File: src/common/pmewk_regs.svh
`ifndef PMEWK_REGS_SVH
`define PMEWK_REGS_SVH

// register offsets on the plain register port
`define PMEWK_REG_PIN_DIR 8'h00
`define PMEWK_REG_PIN_OUT 8'h04
`define PMEWK_REG_WAKE_EN 8'h08
`define PMEWK_REG_INTERRUPT_STATUS_REG 8'h0c
`define PMEWK_REG_PIN_IN 8'h10
`define PMEWK_REG_CFG_STS 8'h14

// register reset values, all pins inputs
`define PMEWK_DIR_RST 11'h000
`define PMEWK_OUT_RST 11'h000
`define PMEWK_STS_RST 11'h000

// reserved wake pins per phy mode, one-hot over the 11 pins
`define PMEWK_INT_WAKE_OUT 11'h001
`define PMEWK_INT_MODE_SEL 11'h002
`define PMEWK_EXT_WAKE_OUT 11'h100
`define PMEWK_EXT_MODE_SEL 11'h200

// wake-capable pins per phy mode, and the pin with selectable level
`define PMEWK_CAND_INT 11'h7fc
`define PMEWK_CAND_EXT 11'h400
`define PMEWK_DET_SEL_PIN 11'h400

// strap position of the phy source select, 1 = external phy
`define PMEWK_STRAP_PHY 1'h0

// wake pulse lengths in clock cycles
`define PMEWK_PULSE_SHORT_CYC 16'h000f
`define PMEWK_PULSE_LONG_CYC 16'h0fa0

`endif

File: src/common/pmewk_pkg.sv
package pmewk_pkg;

   typedef enum logic [1:0] {
      PMEWK_ST_HOLD = 2'b00,
      PMEWK_ST_LOAD = 2'b01,
      PMEWK_ST_NORMAL = 2'b10,
      PMEWK_ST_WAKE = 2'b11
   } pmewk_state_e;

   // wake flags byte, bit 0 is enable
   typedef struct packed {
      logic selfPowered;
      logic detect10High;
      logic wolLinkSel;
      logic pushPull;
      logic activeHigh;
      logic longPulse;
      logic pulseMode;
      logic enable;
   } pmewk_flags_s;

   // image delivered by the eeprom loader
   typedef struct packed {
      logic present;
      pmewk_flags_s flags;
      logic [10:0] wakeEn;
   } pmewk_ee_s;

endpackage : pmewk_pkg

File: src/hdl/pmewk_core.sv
`include "pmewk_regs.svh"

// Functional notes
// - straps undriven while any reset holds
// - straps captured at reset release
// - wake signalling only when self powered
// - mode select sampled during chip reset
// - wake pins chosen by phy mode
// - wake pin needs input and enable
// - pins reset to input, enables from eeprom
// - reserved pins keep wake role
// - wake inputs: pin 10 or 2-10
// - pin 10 level selectable, others low
// - magic packet raises wake
// - link partner raises wake
// - wake mode needs eeprom enable flag
// - wake events invisible to status registers
// - software cannot touch wake state
// - every reset in wake mode reloads eeprom
// - enter wake mode on select, enable and self power
// - wake flags decoded as documented
module pmewk_core #(
   parameter int unsigned STRAP_W = 2,
   parameter logic [15:0] PULSE_SHORT_CYC = `PMEWK_PULSE_SHORT_CYC,
   parameter logic [15:0] PULSE_LONG_CYC = `PMEWK_PULSE_LONG_CYC
) (
   // clock and power-on reset
   input wire logic clk,
   input wire logic resetn,
   // external chip reset, also the wake clear
   input wire logic externalChipResetN,
   // register port
   input wire logic [7:0] regAddr,
   input wire logic [31:0] regWrData,
   input wire logic regWrEn,
   input wire logic regRdEn,
   output logic [31:0] regRdData,
   // general-purpose pins
   input wire logic [10:0] gpioIn,
   output logic [10:0] gpioOut,
   output logic [10:0] gpioOe,
   // configuration straps
   input wire logic [STRAP_W-1:0] strapIn,
   input wire logic [STRAP_W-1:0] strapFunc,
   output logic [STRAP_W-1:0] strapOut,
   output logic [STRAP_W-1:0] strapOe,
   // eeprom loader
   output logic eeLoadReq,
   input wire logic eeDone,
   input wire pmewk_pkg::pmewk_ee_s eeImage,
   // ethernet wake sources
   input wire logic magicPacketDet,
   input wire logic linkPartnerDet,
   // mode seen by the rest of the chip
   output logic wakeWaitMode
);

   pmewk_pkg::pmewk_state_e stateFf;
   pmewk_pkg::pmewk_state_e nxt_state;
   pmewk_pkg::pmewk_flags_s flagsFf;
   logic [10:0] dirFf;
   logic [10:0] outFf;
   logic [10:0] wakeEnFf;
   logic [10:0] statusFf;
   logic [10:0] pinInFf;
   logic [STRAP_W-1:0] strapLatFf;
   logic modeSelFf;
   logic wakePendFf;
   logic [15:0] pulseCntFf;
   logic [31:0] rdMux;

   // decode of state and pin roles
   wire chipRst = !externalChipResetN;
   wire inHold = (stateFf == pmewk_pkg::PMEWK_ST_HOLD);
   wire inLoad = (stateFf == pmewk_pkg::PMEWK_ST_LOAD);
   wire inNormal = (stateFf == pmewk_pkg::PMEWK_ST_NORMAL);
   wire inWake = (stateFf == pmewk_pkg::PMEWK_ST_WAKE);
   wire releaseNow = inHold && externalChipResetN;
   wire phyExt = strapLatFf[`PMEWK_STRAP_PHY];
   wire phyExtLive = strapIn[`PMEWK_STRAP_PHY];
   wire [10:0] resOut = phyExt ? `PMEWK_EXT_WAKE_OUT
                               : `PMEWK_INT_WAKE_OUT;
   wire [10:0] resSel = phyExt ? `PMEWK_EXT_MODE_SEL
                               : `PMEWK_INT_MODE_SEL;
   wire [10:0] selLive = phyExtLive ? `PMEWK_EXT_MODE_SEL
                                    : `PMEWK_INT_MODE_SEL;
   wire [10:0] resAll = resOut | resSel;
   wire modeSelLive = |(gpioIn & selLive);
   wire [10:0] candMask = phyExt ? `PMEWK_CAND_EXT
                                 : `PMEWK_CAND_INT;

   // pin levels, active low except pin 10 when selected high
   wire [10:0] detHigh = flagsFf.detect10High ? `PMEWK_DET_SEL_PIN
                                              : 11'h000;
   wire [10:0] pinActive = ~(gpioIn ^ detHigh);
   wire [10:0] pinArmed = ~dirFf & wakeEnFf & pinActive;
   wire pinWake = |(pinArmed & candMask & ~resAll);

   // wake sources in wake-wait mode
   wire magicWake = magicPacketDet && !flagsFf.wolLinkSel;
   wire wakeEvent = inWake && externalChipResetN &&
                    (pinWake || magicWake || linkPartnerDet);
   wire nxt_wakePend = chipRst ? 1'b0 : (wakePendFf || wakeEvent);
   wire wakeRise = nxt_wakePend && !wakePendFf;

   // output level from flags: pulse or level, polarity, buffer
   wire [15:0] pulseLen = flagsFf.longPulse ? PULSE_LONG_CYC
                                            : PULSE_SHORT_CYC;
   wire wakeLevel = flagsFf.pulseMode ? (pulseCntFf != 16'h0000)
                                      : wakePendFf;
   wire wakeDrive = flagsFf.activeHigh ? wakeLevel : !wakeLevel;
   wire wakeOe = flagsFf.pushPull || !wakeDrive;
   wire wakeRoles = wakeWaitMode && flagsFf.selfPowered;

   // pin drivers, reserved pins follow wake logic in wake mode
   wire [10:0] normOe = (inHold || chipRst) ? 11'h000 : dirFf;
   wire [10:0] nxt_gpioOut = wakeRoles ?
      ((outFf & ~resAll) | (resOut & {11{wakeDrive}})) : outFf;
   wire [10:0] nxt_gpioOe = wakeRoles ?
      ((normOe & ~resAll) | (resOut & {11{wakeOe}})) : normOe;

   // mode decision once the eeprom image arrives
   wire wakeEntry = eeImage.present && eeImage.flags.enable &&
                    eeImage.flags.selfPowered && modeSelFf;

   // software writes, locked outside normal mode
   wire wrOk = regWrEn && inNormal;
   wire wrDir = wrOk && (regAddr == `PMEWK_REG_PIN_DIR);
   wire wrOut = wrOk && (regAddr == `PMEWK_REG_PIN_OUT);
   wire wrWake = wrOk && (regAddr == `PMEWK_REG_WAKE_EN);
   wire wrSts = wrOk && (regAddr == `PMEWK_REG_INTERRUPT_STATUS_REG);
   wire [10:0] stsSet = inNormal ? (pinArmed & ~resAll)
                                 : 11'h000;
   wire [10:0] stsClr = wrSts ? regWrData[10:0] : 11'h000;
   wire [10:0] nxt_status = (statusFf & ~stsClr) | stsSet;

   always_comb begin
      if (regAddr == `PMEWK_REG_PIN_DIR) begin
         rdMux = {21'h000000, dirFf};
      end else if (regAddr == `PMEWK_REG_PIN_OUT) begin
         rdMux = {21'h000000, outFf};
      end else if (regAddr == `PMEWK_REG_WAKE_EN) begin
         rdMux = {21'h000000, wakeEnFf};
      end else if (regAddr == `PMEWK_REG_INTERRUPT_STATUS_REG) begin
         rdMux = {21'h000000, statusFf};
      end else if (regAddr == `PMEWK_REG_PIN_IN) begin
         rdMux = {21'h000000, pinInFf};
      end else if (regAddr == `PMEWK_REG_CFG_STS) begin
         rdMux = 32'h00000000;
         rdMux[STRAP_W-1:0] = strapLatFf;
         rdMux[31] = inNormal;
      end else begin
         rdMux = 32'h00000000;
      end
   end

   always_comb begin
      nxt_state = stateFf;
      case (stateFf)
         pmewk_pkg::PMEWK_ST_HOLD: begin
            if (externalChipResetN) begin
               nxt_state = pmewk_pkg::PMEWK_ST_LOAD;
            end
         end
         pmewk_pkg::PMEWK_ST_LOAD: begin
            if (eeDone) begin
               nxt_state = wakeEntry ? pmewk_pkg::PMEWK_ST_WAKE
                                     : pmewk_pkg::PMEWK_ST_NORMAL;
            end
         end
         default: begin
            nxt_state = stateFf;
         end
      endcase
      if (chipRst) begin
         nxt_state = pmewk_pkg::PMEWK_ST_HOLD;
      end
   end

   always_ff @(posedge clk or negedge resetn) begin
      if (!resetn) begin
         stateFf <= pmewk_pkg::PMEWK_ST_HOLD;
      end else begin
         stateFf <= nxt_state;
      end
   end

   // straps: undriven in reset, captured on release
   always_ff @(posedge clk or negedge resetn) begin
      if (!resetn) begin
         strapOe <= '0;
         strapOut <= '0;
         strapLatFf <= '0;
      end else begin
         strapOe <= (chipRst || inHold) ? '0 : '1;
         strapOut <= strapFunc;
         if (releaseNow) begin
            strapLatFf <= strapIn;
         end
      end
   end

   // mode select follows the pin for as long as reset holds
   always_ff @(posedge clk or negedge resetn) begin
      if (!resetn) begin
         modeSelFf <= 1'b0;
      end else if (inHold) begin
         modeSelFf <= modeSelLive;
      end
   end

   // eeprom reload request on every release
   always_ff @(posedge clk or negedge resetn) begin
      if (!resetn) begin
         eeLoadReq <= 1'b0;
      end else begin
         eeLoadReq <= releaseNow;
      end
   end

   // flags and pin wake enables from the eeprom image
   always_ff @(posedge clk or negedge resetn) begin
      if (!resetn) begin
         flagsFf <= '0;
         wakeEnFf <= 11'h000;
      end else if (inLoad && eeDone && !chipRst) begin
         flagsFf <= eeImage.present ? eeImage.flags : '0;
         wakeEnFf <= eeImage.present ? eeImage.wakeEn : 11'h000;
      end else if (wrWake) begin
         wakeEnFf <= regWrData[10:0];
      end
   end

   // mode flag survives a chip reset until the new decision
   always_ff @(posedge clk or negedge resetn) begin
      if (!resetn) begin
         wakeWaitMode <= 1'b0;
      end else if (inLoad && eeDone && !chipRst) begin
         wakeWaitMode <= wakeEntry;
      end
   end

   // pin direction and output registers
   always_ff @(posedge clk or negedge resetn) begin
      if (!resetn) begin
         dirFf <= `PMEWK_DIR_RST;
         outFf <= `PMEWK_OUT_RST;
      end else if (chipRst) begin
         dirFf <= `PMEWK_DIR_RST;
         outFf <= `PMEWK_OUT_RST;
      end else begin
         if (wrDir) begin
            dirFf <= regWrData[10:0];
         end
         if (wrOut) begin
            outFf <= regWrData[10:0];
         end
      end
   end

   // status and pin readback frozen outside normal mode, but chip reset clears status
   always_ff @(posedge clk or negedge resetn) begin
      if (!resetn) begin
         statusFf <= `PMEWK_STS_RST;
         pinInFf <= 11'h000;
      end else if (chipRst) begin
         statusFf <= `PMEWK_STS_RST;
      end else if (inNormal) begin
         statusFf <= nxt_status;
         pinInFf <= gpioIn;
      end
   end

   // wake latch and pulse stretcher
   always_ff @(posedge clk or negedge resetn) begin
      if (!resetn) begin
         wakePendFf <= 1'b0;
         pulseCntFf <= 16'h0000;
      end else begin
         wakePendFf <= nxt_wakePend;
         if (chipRst) begin
            pulseCntFf <= 16'h0000;
         end else if (wakeRise) begin
            pulseCntFf <= pulseLen;
         end else if (pulseCntFf != 16'h0000) begin
            pulseCntFf <= pulseCntFf - 16'h0001;
         end
      end
   end

   always_ff @(posedge clk or negedge resetn) begin
      if (!resetn) begin
         gpioOut <= 11'h000;
         gpioOe <= 11'h000;
         regRdData <= 32'h00000000;
      end else begin
         gpioOut <= nxt_gpioOut;
         gpioOe <= nxt_gpioOe;
         regRdData <= regRdEn ? rdMux : 32'h00000000;
      end
   end
endmodule : pmewk_core

File: config.mk
export PLATFORM = sky130hd
export DESIGN_NAME = pmewk_core
export DESIGN_NICKNAME = d
export VERILOG_FILES = /design/src/common/pmewk_pkg.sv /design/src/hdl/pmewk_core.sv
export VERILOG_INCLUDE_DIRS = /design/src /design/src/common
export SDC_FILE = /design/constraint.sdc
export NUM_CORES = 1
export LEC_CHECK = 0
export BUFFER_PORTS_ARGS = -buffer_cell sky130_fd_sc_hd__buf_2
export CELL_PAD_IN_SITES_DETAIL_PLACEMENT = 0
export CELL_PAD_IN_SITES_GLOBAL_PLACEMENT = 1
export CORE_MARGIN = 2
export CORE_UTILIZATION = 44
export DETAILED_ROUTE_END_ITERATION = 10
export GPL_ROUTABILITY_DRIVEN = 0
export MAX_ROUTING_LAYER = met4
export PLACE_DENSITY = 0.94
export SYNTH_ARGS = -nofsm -noshare
export SYNTH_HDL_FRONTEND = slang
export SYNTH_SLANG_ARGS = --single-unit
File: constraint.sdc
create_clock -name clk -period 3.4 [get_ports clk]
set_clock_uncertainty 0.1 [all_clocks]
set_input_delay 0.85 -clock clk [delete_from_list [all_inputs] [get_ports clk]]
set_output_delay 0.85 -clock clk [all_outputs]
set_load 0.02 [all_outputs]
==> flow_metrics.tcl, run 1 <==
set metrics [dict create \
    outcome "finished clean" \
    syn_inst 573 \
    syn_area_per_cell_um2 10.2 \
    antenna_found_initial 1 \
    ys_ff_latch 123 \
    crit_type "reg2reg" \
    drtAntennaViolNets 0 \
    path_max_fanout 6 \
    rsz0062_at_grt "no" \
    clock.fmax_mhz 407 \
    cts_setup_buffers 0 \
    synthTopCellsByArea "dfrtp_1 52%, nand2_1 5.2%, mux2_2 3.6%" \
    pwr_density_cell_nw_per_um2 652 \
    yosys_warnings 0 \
    worstMarginPinSlew_ps 835 \
    clkTransAtPathRegs_ps 50 \
    drive_above_1_share 0.264 \
    wl_um 15500 \
    routed-via-count 4832 \
    ctsHoldBuffers 0 \
    first_iter_violations 603 \
    grt_pass1_vias 4615 \
    ios 143 \
    io_buffers 101 \
    clock-root-buffer "clkbuf_16" \
    max_stage_delay_ps 560 \
    path_cells "inv_1 > ha_1 > nor3b_1 > and2_1 > nand2_1 > a211o_1 > mux2i_1" \
    rows 42 \
    hold_viol 0 \
    wl_per_cell_um 18.1 \
    die_h_um 119 \
    clock_sinks 123 \
    end_kind "flip-flop" \
    synth_top_area_share 0.525 \
    place_hpwl_um 11000 \
    initial_utilization 0.446 \
    final_net_count 753 \
    clockBufferDepth 2 \
    ir_worst_vdd_mv 0.337 \
    start_kind "flip-flop" \
    synth_edf_count 0 \
    drt-pass1-iter-count 5 \
    fp.dieArea_um2 14300 \
    yosysTopAreaCell "dfrtp_1" \
    maxCapViolations 0 \
    syn-cell-area_um2 5870 \
    syn2layout_area_growth_pct 20.3 \
    hold_path.class "in2async" \
    htree_levels 4 \
    period_share 0.722 \
    total_power_w 0.00460 \
    core-area_um2 13100 \
    finalSetupTns_ps 0 \
    synthArstFlopShare 1.00 \
    critPathSlowestCell "nor3b_1" \
    clkLatencyLatePin_ps 410 \
    cts_tree "yes" \
    fp.dieW_um 119 \
    fin_crit_ps 2450 \
    setup_violations 0 \
    numCtsBuffers 17 \
    leakage_nw 3.32 \
    grt_use_total 0.235 \
    relSlewSlack 0.441 \
    num-fill-cells 1174 \
    drc 0 \
    synth_cell_types 57 \
    post_cts_resize_count 0 \
    seq_area_frac_synth 0.525 \
    worst-endpoint-arrival_ps 2690 \
    critPathRequiredTime_ps 3630 \
    grt-ovfl-total 0 \
    grt_pass1_wl_um 25100 \
    synth_top_flop_cell "dfrtp_1" \
    vias_per_cell 5.63 \
    grt_max_degree 50 \
    slew_violations 0 \
]
-- metal layers --
layer	vias to the layer above	routed length [um]	global-route usage
li1	2208	-	-
met1	2329	7030	0.337
met2	270	6810	0.329
met3	25	1410	0.0527
met4	0	290	0.0816
met5	-	0	-
-- cells in the mapped netlist (3+ instances only) --
cell         n
dfrtp_1    123
nand2_1     82
o21ai_0     42
nand3_1     29
a21oi_1     24
clkbuf_1    22
buf_4       21
and2_1      19
mux2_2      19
a21boi_0    15
nor2_1      15
a31oi_1     14
mux2i_1     11
nor3_1      11
nor3b_1     11
o211ai_1    10
o31ai_1      9
buf_2        7
inv_1        6
o21a_1       6
xnor2_1      5
xor2_1       5
nor2b_1      4
nor4b_1      4
a211oi_2     3
a2bb2oi_1    3
a32o_1       3
and3_1       3
and4b_1      3
buf_1        3
nor3_2       3
nor4_1       3
o22ai_1      3
-- where the power goes --
part | switching (W) | internal (W)
Clock | 0.000693 | 0.00111
Combinational | 0.000533 | 0.000412
Sequential | 0.000187 | 0.00166
Total | 0.00141 | 0.00318
-- cells in the final DEF (no fill, tap or decap), types with 15 or more instances in the layout --
cell	count
buf_2	100
mux2_2	19
clkbuf_16	17
a21oi_1	24
nand2_1	82
nor2_1	15
and2_1	19
conb_1	20
dfrtp_1	123
o21ai_0	42
nand3_1	29
a21boi_0	15
-- final timing paths --
| kind | slack (ps) | start | endpoint | cells after the start |
|---|---|---|---|---|
| max | 950 | pulseCntFf[0]$_DFFE_PN0P_ | pulseCntFf[0]$_DFFE_PN0P_ | 7 |
| min | 280 | resetn | pulseCntFf[2]$_DFFE_PN0P_ | 1 |
| max reg2reg | 950 | pulseCntFf[0]$_DFFE_PN0P_ | pulseCntFf[0]$_DFFE_PN0P_ | 7 |
| min reg2reg | 310 | outFf[4]$_DFFE_PN0P_ | gpioOut[4]$_DFF_PN0_ | 0 |
| max in group asynchronous | 2000 | resetn | regRdData[7]$_DFF_PN0_ | 2 |
| min in group clk | 310 | outFf[4]$_DFFE_PN0P_ | gpioOut[4]$_DFF_PN0_ | 0 |
-- logic make-up after synthesis --
| kind of cell | count (synthesis) | synth area share |
|---|---|---|
| mux | 30 | 0.0552 |
| buf+inv | 60 | 0.0561 |
| simple gates | 205 | 0.187 |
| compound gates | 143 | 0.159 |
| fa+ha+maj | 1 | 0.00213 |
| other cells | 1 | 0.000639 |
| flops | 123 | 0.525 |
| xor+xnor | 10 | 0.0149 |
-- per-stage QoR --
step | util | hold WS [ps] | instances | setup WS (ps) | instance area, um2
finish | 0.537 | 279 | 859 | 946 | 7060
global route | 0.537 | 315 | 859 | 809 | 7060
CTS | 0.537 | 285 | 858 | 987 | 7050
detailed placement | 0.491 | 296 | 826 | 572 | 6450
global placement | 0.491 | 286 | 826 | 687 | 6450
floorplan | - | 269 | 592 | 1070 | 5940
-- registers in the layout, indices dropped and copies added, names as in the netlist, 2 cells and up --
name / cells
dirFf: 11
regRdData: 12
statusFf: 11
gpioOut: 11
stateFf: 2
flagsFf: 7
pinInFf: 11
strapOut: 2
pulseCntFf: 16
strapLatFf: 2
outFf: 11
wakeEnFf: 11
gpioOe: 11
-- worst max-delay path, delay by kind of cell, from the launching register on --
| family | cells | cell delay, ps |
|---|---|---|
| AO/OA/AOI/OAI | 1 | 340 |
| adder cells (fa/ha/maj) | 1 | 210 |
| buffers and inverters | 1 | 90 |
| flip-flops | 1 | 430 |
| multiplexers | 1 | 130 |
| AND/OR/NAND/NOR | 3 | 1080 |
-- final cells by class --
class / count / area (um2) / area share
Sequential cell: 123 / 3080 / 0.436
Clock inverter: 14 / 160 / 0.0227
Inverter: 6 / 22.5 / 0.00319
Timing Repair Buffer: 112 / 603 / 0.0855
Tap cell: 176 / 220 / 0.0312
Multi-Input combinational cell: 409 / 2530 / 0.359
Antenna cell: 1 / 2.50 / 0.000355
Clock buffer: 18 / 439 / 0.0622
Note: power is estimated with default switching activity, not from simulation.
==> run 2: changes to the inputs <==
--- a/config.mk
+++ b/config.mk
@@ -10,11 +10,11 @@
 export CELL_PAD_IN_SITES_DETAIL_PLACEMENT = 0
 export CELL_PAD_IN_SITES_GLOBAL_PLACEMENT = 1
 export CORE_MARGIN = 2
-export CORE_UTILIZATION = 44
+export CORE_UTILIZATION = 37
 export DETAILED_ROUTE_END_ITERATION = 10
 export GPL_ROUTABILITY_DRIVEN = 0
 export MAX_ROUTING_LAYER = met4
-export PLACE_DENSITY = 0.94
+export PLACE_DENSITY = 0.85
 export SYNTH_ARGS = -nofsm -noshare
 export SYNTH_HDL_FRONTEND = slang
 export SYNTH_SLANG_ARGS = --single-unit
==> constraint.sdc (replaced) <==
create_clock -name clk -period 2.2 [get_ports clk]
set_clock_uncertainty 0.1 [all_clocks]
set_input_delay 0.55 -clock clk [delete_from_list [all_inputs] [get_ports clk]]
set_output_delay 0.55 -clock clk [all_outputs]
set_load 0.02 [all_outputs]
==> flow_metrics.tcl, run 2 (synthesis results as in run 1) <==
set metrics [dict create \
    fin_crit_ps 2060 \
    critPathRequiredTime_ps 2390 \
    drive_above_1_share 0.294 \
    pwr-share-seq 0.389 \
    ir_worst_vdd_mv 0.592 \
    slew_violations 0 \
    p_int_w 0.00512 \
    grt_pass1_wl_um 24400 \
    outcome "finished clean" \
    io_buffers 101 \
    period_share 0.938 \
    rsz0062_at_grt "no" \
    grt_max_degree 85 \
    place_hpwl_um 11500 \
    largest_reg_flops 16 \
    die_h_um 130 \
    hold_viol 0 \
    clock-root-buffer "clkbuf_16" \
    first_iter_violations 469 \
    drc 0 \
    cts_setup_buffers 0 \
    reg_top3 "pulseCntFf x16, regRdData x12" \
    worst_slack_ps 136 \
    ios 143 \
    drt-pass1-iter-count 5 \
    antenna_found_initial 1 \
    grt_use_total 0.194 \
    leakage_nw 3.46 \
    wl_um 15800 \
    combPwrFrac 0.211 \
    maxCapViolations 0 \
    total_power_w 0.00735 \
    grt-ovfl-total 0 \
    setup_violations 0 \
    post_cts_resize_count 0 \
    ctsHoldBuffers 0 \
    fp.dieW_um 130 \
    clockBufferDepth 2 \
    vias_per_cell 5.23 \
    fp.dieArea_um2 16900 \
    clkLatencyLatePin_ps 420 \
    clkPwrFrac 0.400 \
    drtAntennaViolNets 0 \
    end_kind "flip-flop" \
    worst-endpoint-arrival_ps 2250 \
    initial_utilization 0.373 \
    p_sw_w 0.00224 \
    routed-via-count 4819 \
    final_net_count 775 \
    final_cell_mix "123 x dfrtp_1, 100 x buf_2, 81 x nand2_1" \
    preCtsSetupSlack_ps -152 \
    htree_levels 4 \
    final_common_cell "dfrtp_1" \
    path_max_fanout 5 \
    regMostFlops "pulseCntFf" \
    clock_sinks 123 \
    rows 46 \
    syn2layout_area_growth_pct 25.3 \
    fin_area_um2 7350 \
    grt_pass1_vias 4648 \
    clock.fmax_mhz 485 \
    clkTransAtPathRegs_ps 60 \
    hold_path.class "in2async" \
    p_sw_frac 0.304 \
    num-fill-cells 1464 \
    start_kind "flip-flop" \
    pwr_density_cell_nw_per_um2 1000 \
    finalSetupTns_ps 0 \
    wl_per_cell_um 17.1 \
    startpoint "pulseCntFf[0]$_DFFE_PN0P_" \
    numCtsBuffers 17 \
    cts_tree "yes" \
    core-area_um2 15700 \
    place_area_um2 6690 \
    crit_type "reg2reg" \
    r2r-start "pulseCntFf[0]$_DFFE_PN0P_" \
]
run 2: per-layer routing:
layer  up-vias  GRT usage  part of all wire
li1       2247          -                 -
met1      2338      0.271              0.47
met2       214      0.279              0.44
met3        20     0.0480             0.072
met4         0     0.0626             0.020
met5         -          -                 0
run 2: final cells by class:
class,count,area [um2],area share
timing repair buffer,134,793,0.108
clock inverter,14,186,0.0254
clock buffer,18,439,0.0598
antenna,1,2.50,0.000341
tap,216,270,0.0368
multi-input combinational,409,2550,0.348
sequential,123,3080,0.419
inverter,6,22.5,0.00307
run 2: path summary, 6_finish.rpt:
path,to,slack (ps),cells past startpoint
max,gpioOut[0]$_DFF_PN0_,140,8
min,strapOe[0]$_DFF_PN0_,3,2
max reg2reg,gpioOut[0]$_DFF_PN0_,140,8
min reg2reg,gpioOut[5]$_DFF_PN0_,310,0
max in group asynchronous,stateFf[1]$_DFFE_PN0P_,1560,2
min in group clk,strapOut[1]$_DFF_PN0_,140,1
run 2: worst max-delay path, stage by stage (launching register included):
cell     delay, ps
dfrtp_1        430
inv_1           70
ha_1           230
nor3b_2        160
buf_4          150
and2_1         180
a31oi_2        250
xor2_1         250
o21ai_0        110
run 2: power by group through the flow:
stage | clock network, W | logic [W] | registers (W)
after floorplan | 0 | 0.00109 | 0.00280
after global placement | 0 | 0.00145 | 0.00285
after detailed placement | 0 | 0.00150 | 0.00288
after CTS | 0.00297 | 0.00152 | 0.00284
after global routing | 0.00306 | 0.00171 | 0.00290
final | 0.00294 | 0.00155 | 0.00286
run 2: metrics by stage:
stage | instances | hold WS, ps | util
final | 921 | 3.46 | 0.468
after global routing | 921 | 12.5 | 0.468
after CTS | 920 | 8.55 | 0.466
after detailed placement | 888 | 296 | 0.426
after global placement | 888 | 283 | 0.426
after floorplan | 592 | 154 | -
==> run 3: changes to the inputs <==
--- a/config.mk
+++ b/config.mk
@@ -14,7 +14,7 @@
 export DETAILED_ROUTE_END_ITERATION = 10
 export GPL_ROUTABILITY_DRIVEN = 0
 export MAX_ROUTING_LAYER = met4
-export PLACE_DENSITY = 0.85
+export PLACE_DENSITY_LB_ADDON = 0.05
 export SYNTH_ARGS = -nofsm -noshare
 export SYNTH_HDL_FRONTEND = slang
 export SYNTH_SLANG_ARGS = --single-unit
==> flow_metrics.tcl, run 3 (synthesis results as in run 1) <==
set metrics [dict create \
    grt_pass1_wl_um 25800 \
    ios 143 \
    clock.fmax_mhz 490 \
    routed-via-count 4676 \
    dpl.cell_count 897 \
    antenna_found_initial 0 \
    setup_violations 0 \
    largest_reg_flops 16 \
    drive_above_1_share 0.292 \
    clock_sinks 123 \
    end_kind "flip-flop" \
    finalSetupTns_ps 0 \
    rsz0062_at_grt "no" \
    place_hpwl_um 12000 \
    outcome "finished clean" \
    first_iter_violations 274 \
    fin_crit_ps 2040 \
    clockBufferDepth 2 \
    rrSetupSlack_ps 160 \
    period_share 0.928 \
    timing.rr.end "pulseCntFf[7]$_DFFE_PN0P_" \
    core-area_um2 15700 \
    max_stage_delay_ps 570 \
    clock-root-buffer "clkbuf_16" \
    path_delay_family "simple AND/OR/NAND/NOR gates" \
    fp.dieW_um 130 \
    critPathRequiredTime_ps 2410 \
    regMostFlops "pulseCntFf" \
    grt_pass1_vias 4609 \
    holdCritStartpoint "strapFunc[0]" \
    final_cells 929 \
    critPathSlowestCell "or4b_4" \
    grt_max_degree 48 \
    final_cell_mix "123 x dfrtp_1, 100 x buf_2, 82 x nand2_1" \
    numCtsBuffers 17 \
    reg2regPathDepth 5 \
    drt-pass1-iter-count 4 \
    clkLatencyLatePin_ps 420 \
    htree_levels 4 \
    ir_worst_vdd_mv 0.541 \
    fp.dieArea_um2 16900 \
    slew_violations 0 \
    clkTransAtPathRegs_ps 60 \
    crit_buf_inv 0 \
    vias_per_cell 5.03 \
    wl_um 16300 \
    r2r-start "flagsFf[6]$_DFFE_PN0P_" \
    reg_top3 "pulseCntFf x16, regRdData x12" \
    antenna_cells 0 \
    grt_use_total 0.210 \
    final_net_count 785 \
    rows 46 \
    drc 0 \
    crit_type "reg2reg" \
    grt-ovfl-total 0 \
    maxCapViolations 0 \
    hold_viol 0 \
    wl_per_cell_um 17.5 \
    pwr_density_cell_nw_per_um2 981 \
    whs_path_depth 1 \
    num-fill-cells 1582 \
    leakage_nw 3.49 \
    hold_path.class "in2reg" \
    worst-endpoint-arrival_ps 2260 \
    whs_endpoint "strapOut[0]$_DFF_PN0_" \
    total_power_w 0.00723 \
    drtAntennaViolNets 0 \
    path_cells "xor2_1 > nor3b_1 > or4b_4 > o21a_4 > o31ai_1" \
    syn2layout_area_growth_pct 25.7 \
    path_max_fanout 16 \
    initial_utilization 0.373 \
    final_common_cell "dfrtp_1" \
    cts_setup_buffers 0 \
    io_buffers 101 \
    die_h_um 130 \
    cts_tree "yes" \
    start_kind "flip-flop" \
]
-- run 3: cell types whose count changed in the layout (fill, tap and decap cells not counted), sizes merged --
cell and delta:
buf +9, bufinv -1, clkbuf +5, diode -1, dlygate4sd3 +1, inv -5
-- run 3: stage by stage --
step	area, um2	setup WS, ps	hold WS (ps)	util
detailed placement	6790	-241	306	0.432
floorplan	5940	169	154	-
finish	7370	157	144	0.469
global placement	6790	-223	298	0.432
global route	7370	11.7	124	0.469
CTS	7370	146	126	0.469
-- run 3: repair_timing --
item / CTS / global route
setup endpoints to repair: 0 / 1
resized for setup: 0 / 1
hold endpoints to repair: 17 / 0
hold buffers: 1 / 0
-- run 3: how the worst max path moves through the flow --
stage,slack (ps),to,cells after the start,from
3_3_place_gp,-220,statusFf[8]$_DFFE_PN0P_,8,regAddr[6]
5_1_grt,10,gpioOut[0]$_DFF_PN0_,9,pulseCntFf[1]$_DFFE_PN0P_
2_1_floorplan,170,statusFf[8]$_DFFE_PN0P_,6,regAddr[6]
4_1_cts,150,pulseCntFf[7]$_DFFE_PN0P_,5,flagsFf[6]$_DFFE_PN0P_
3_5_place_dp,-240,statusFf[10]$_DFFE_PN0P_,8,regAddr[6]
6_report,160,pulseCntFf[7]$_DFFE_PN0P_,5,flagsFf[6]$_DFFE_PN0P_
-- run 3: worst reg2reg max path, cell delays in order, from the launching register on --
cell and delay [ps]:
dfrtp_1 380, xor2_1 190, nor3b_1 90, or4b_4 570
o21a_4 330, o31ai_1 280
-- run 3: report_power, final --
group          internal, W  switching, W
combinational     0.000823      0.000874
sequential         0.00256      0.000267
clock              0.00174      0.000964
total              0.00512       0.00211
-- run 3: metal layers --
| metal | routed length, um | GRT usage |
|---|---|---|
| met5 | 0 | - |
| met3 | 917 | 0.0435 |
| met2 | 7160 | 0.292 |
| met4 | 182 | 0.0765 |
| met1 | 8010 | 0.302 |
-- run 3: layout make-up --
cell class                 count  area (um2)  area share
clock buffer                  23         478      0.0648
multi-input combinational    409        2540       0.344
inverter                       6        22.5     0.00305
tap                          216         270      0.0367
clock inverter                 8        92.6      0.0126
sequential                   123        3080       0.417
timing repair buffer         144         896       0.122
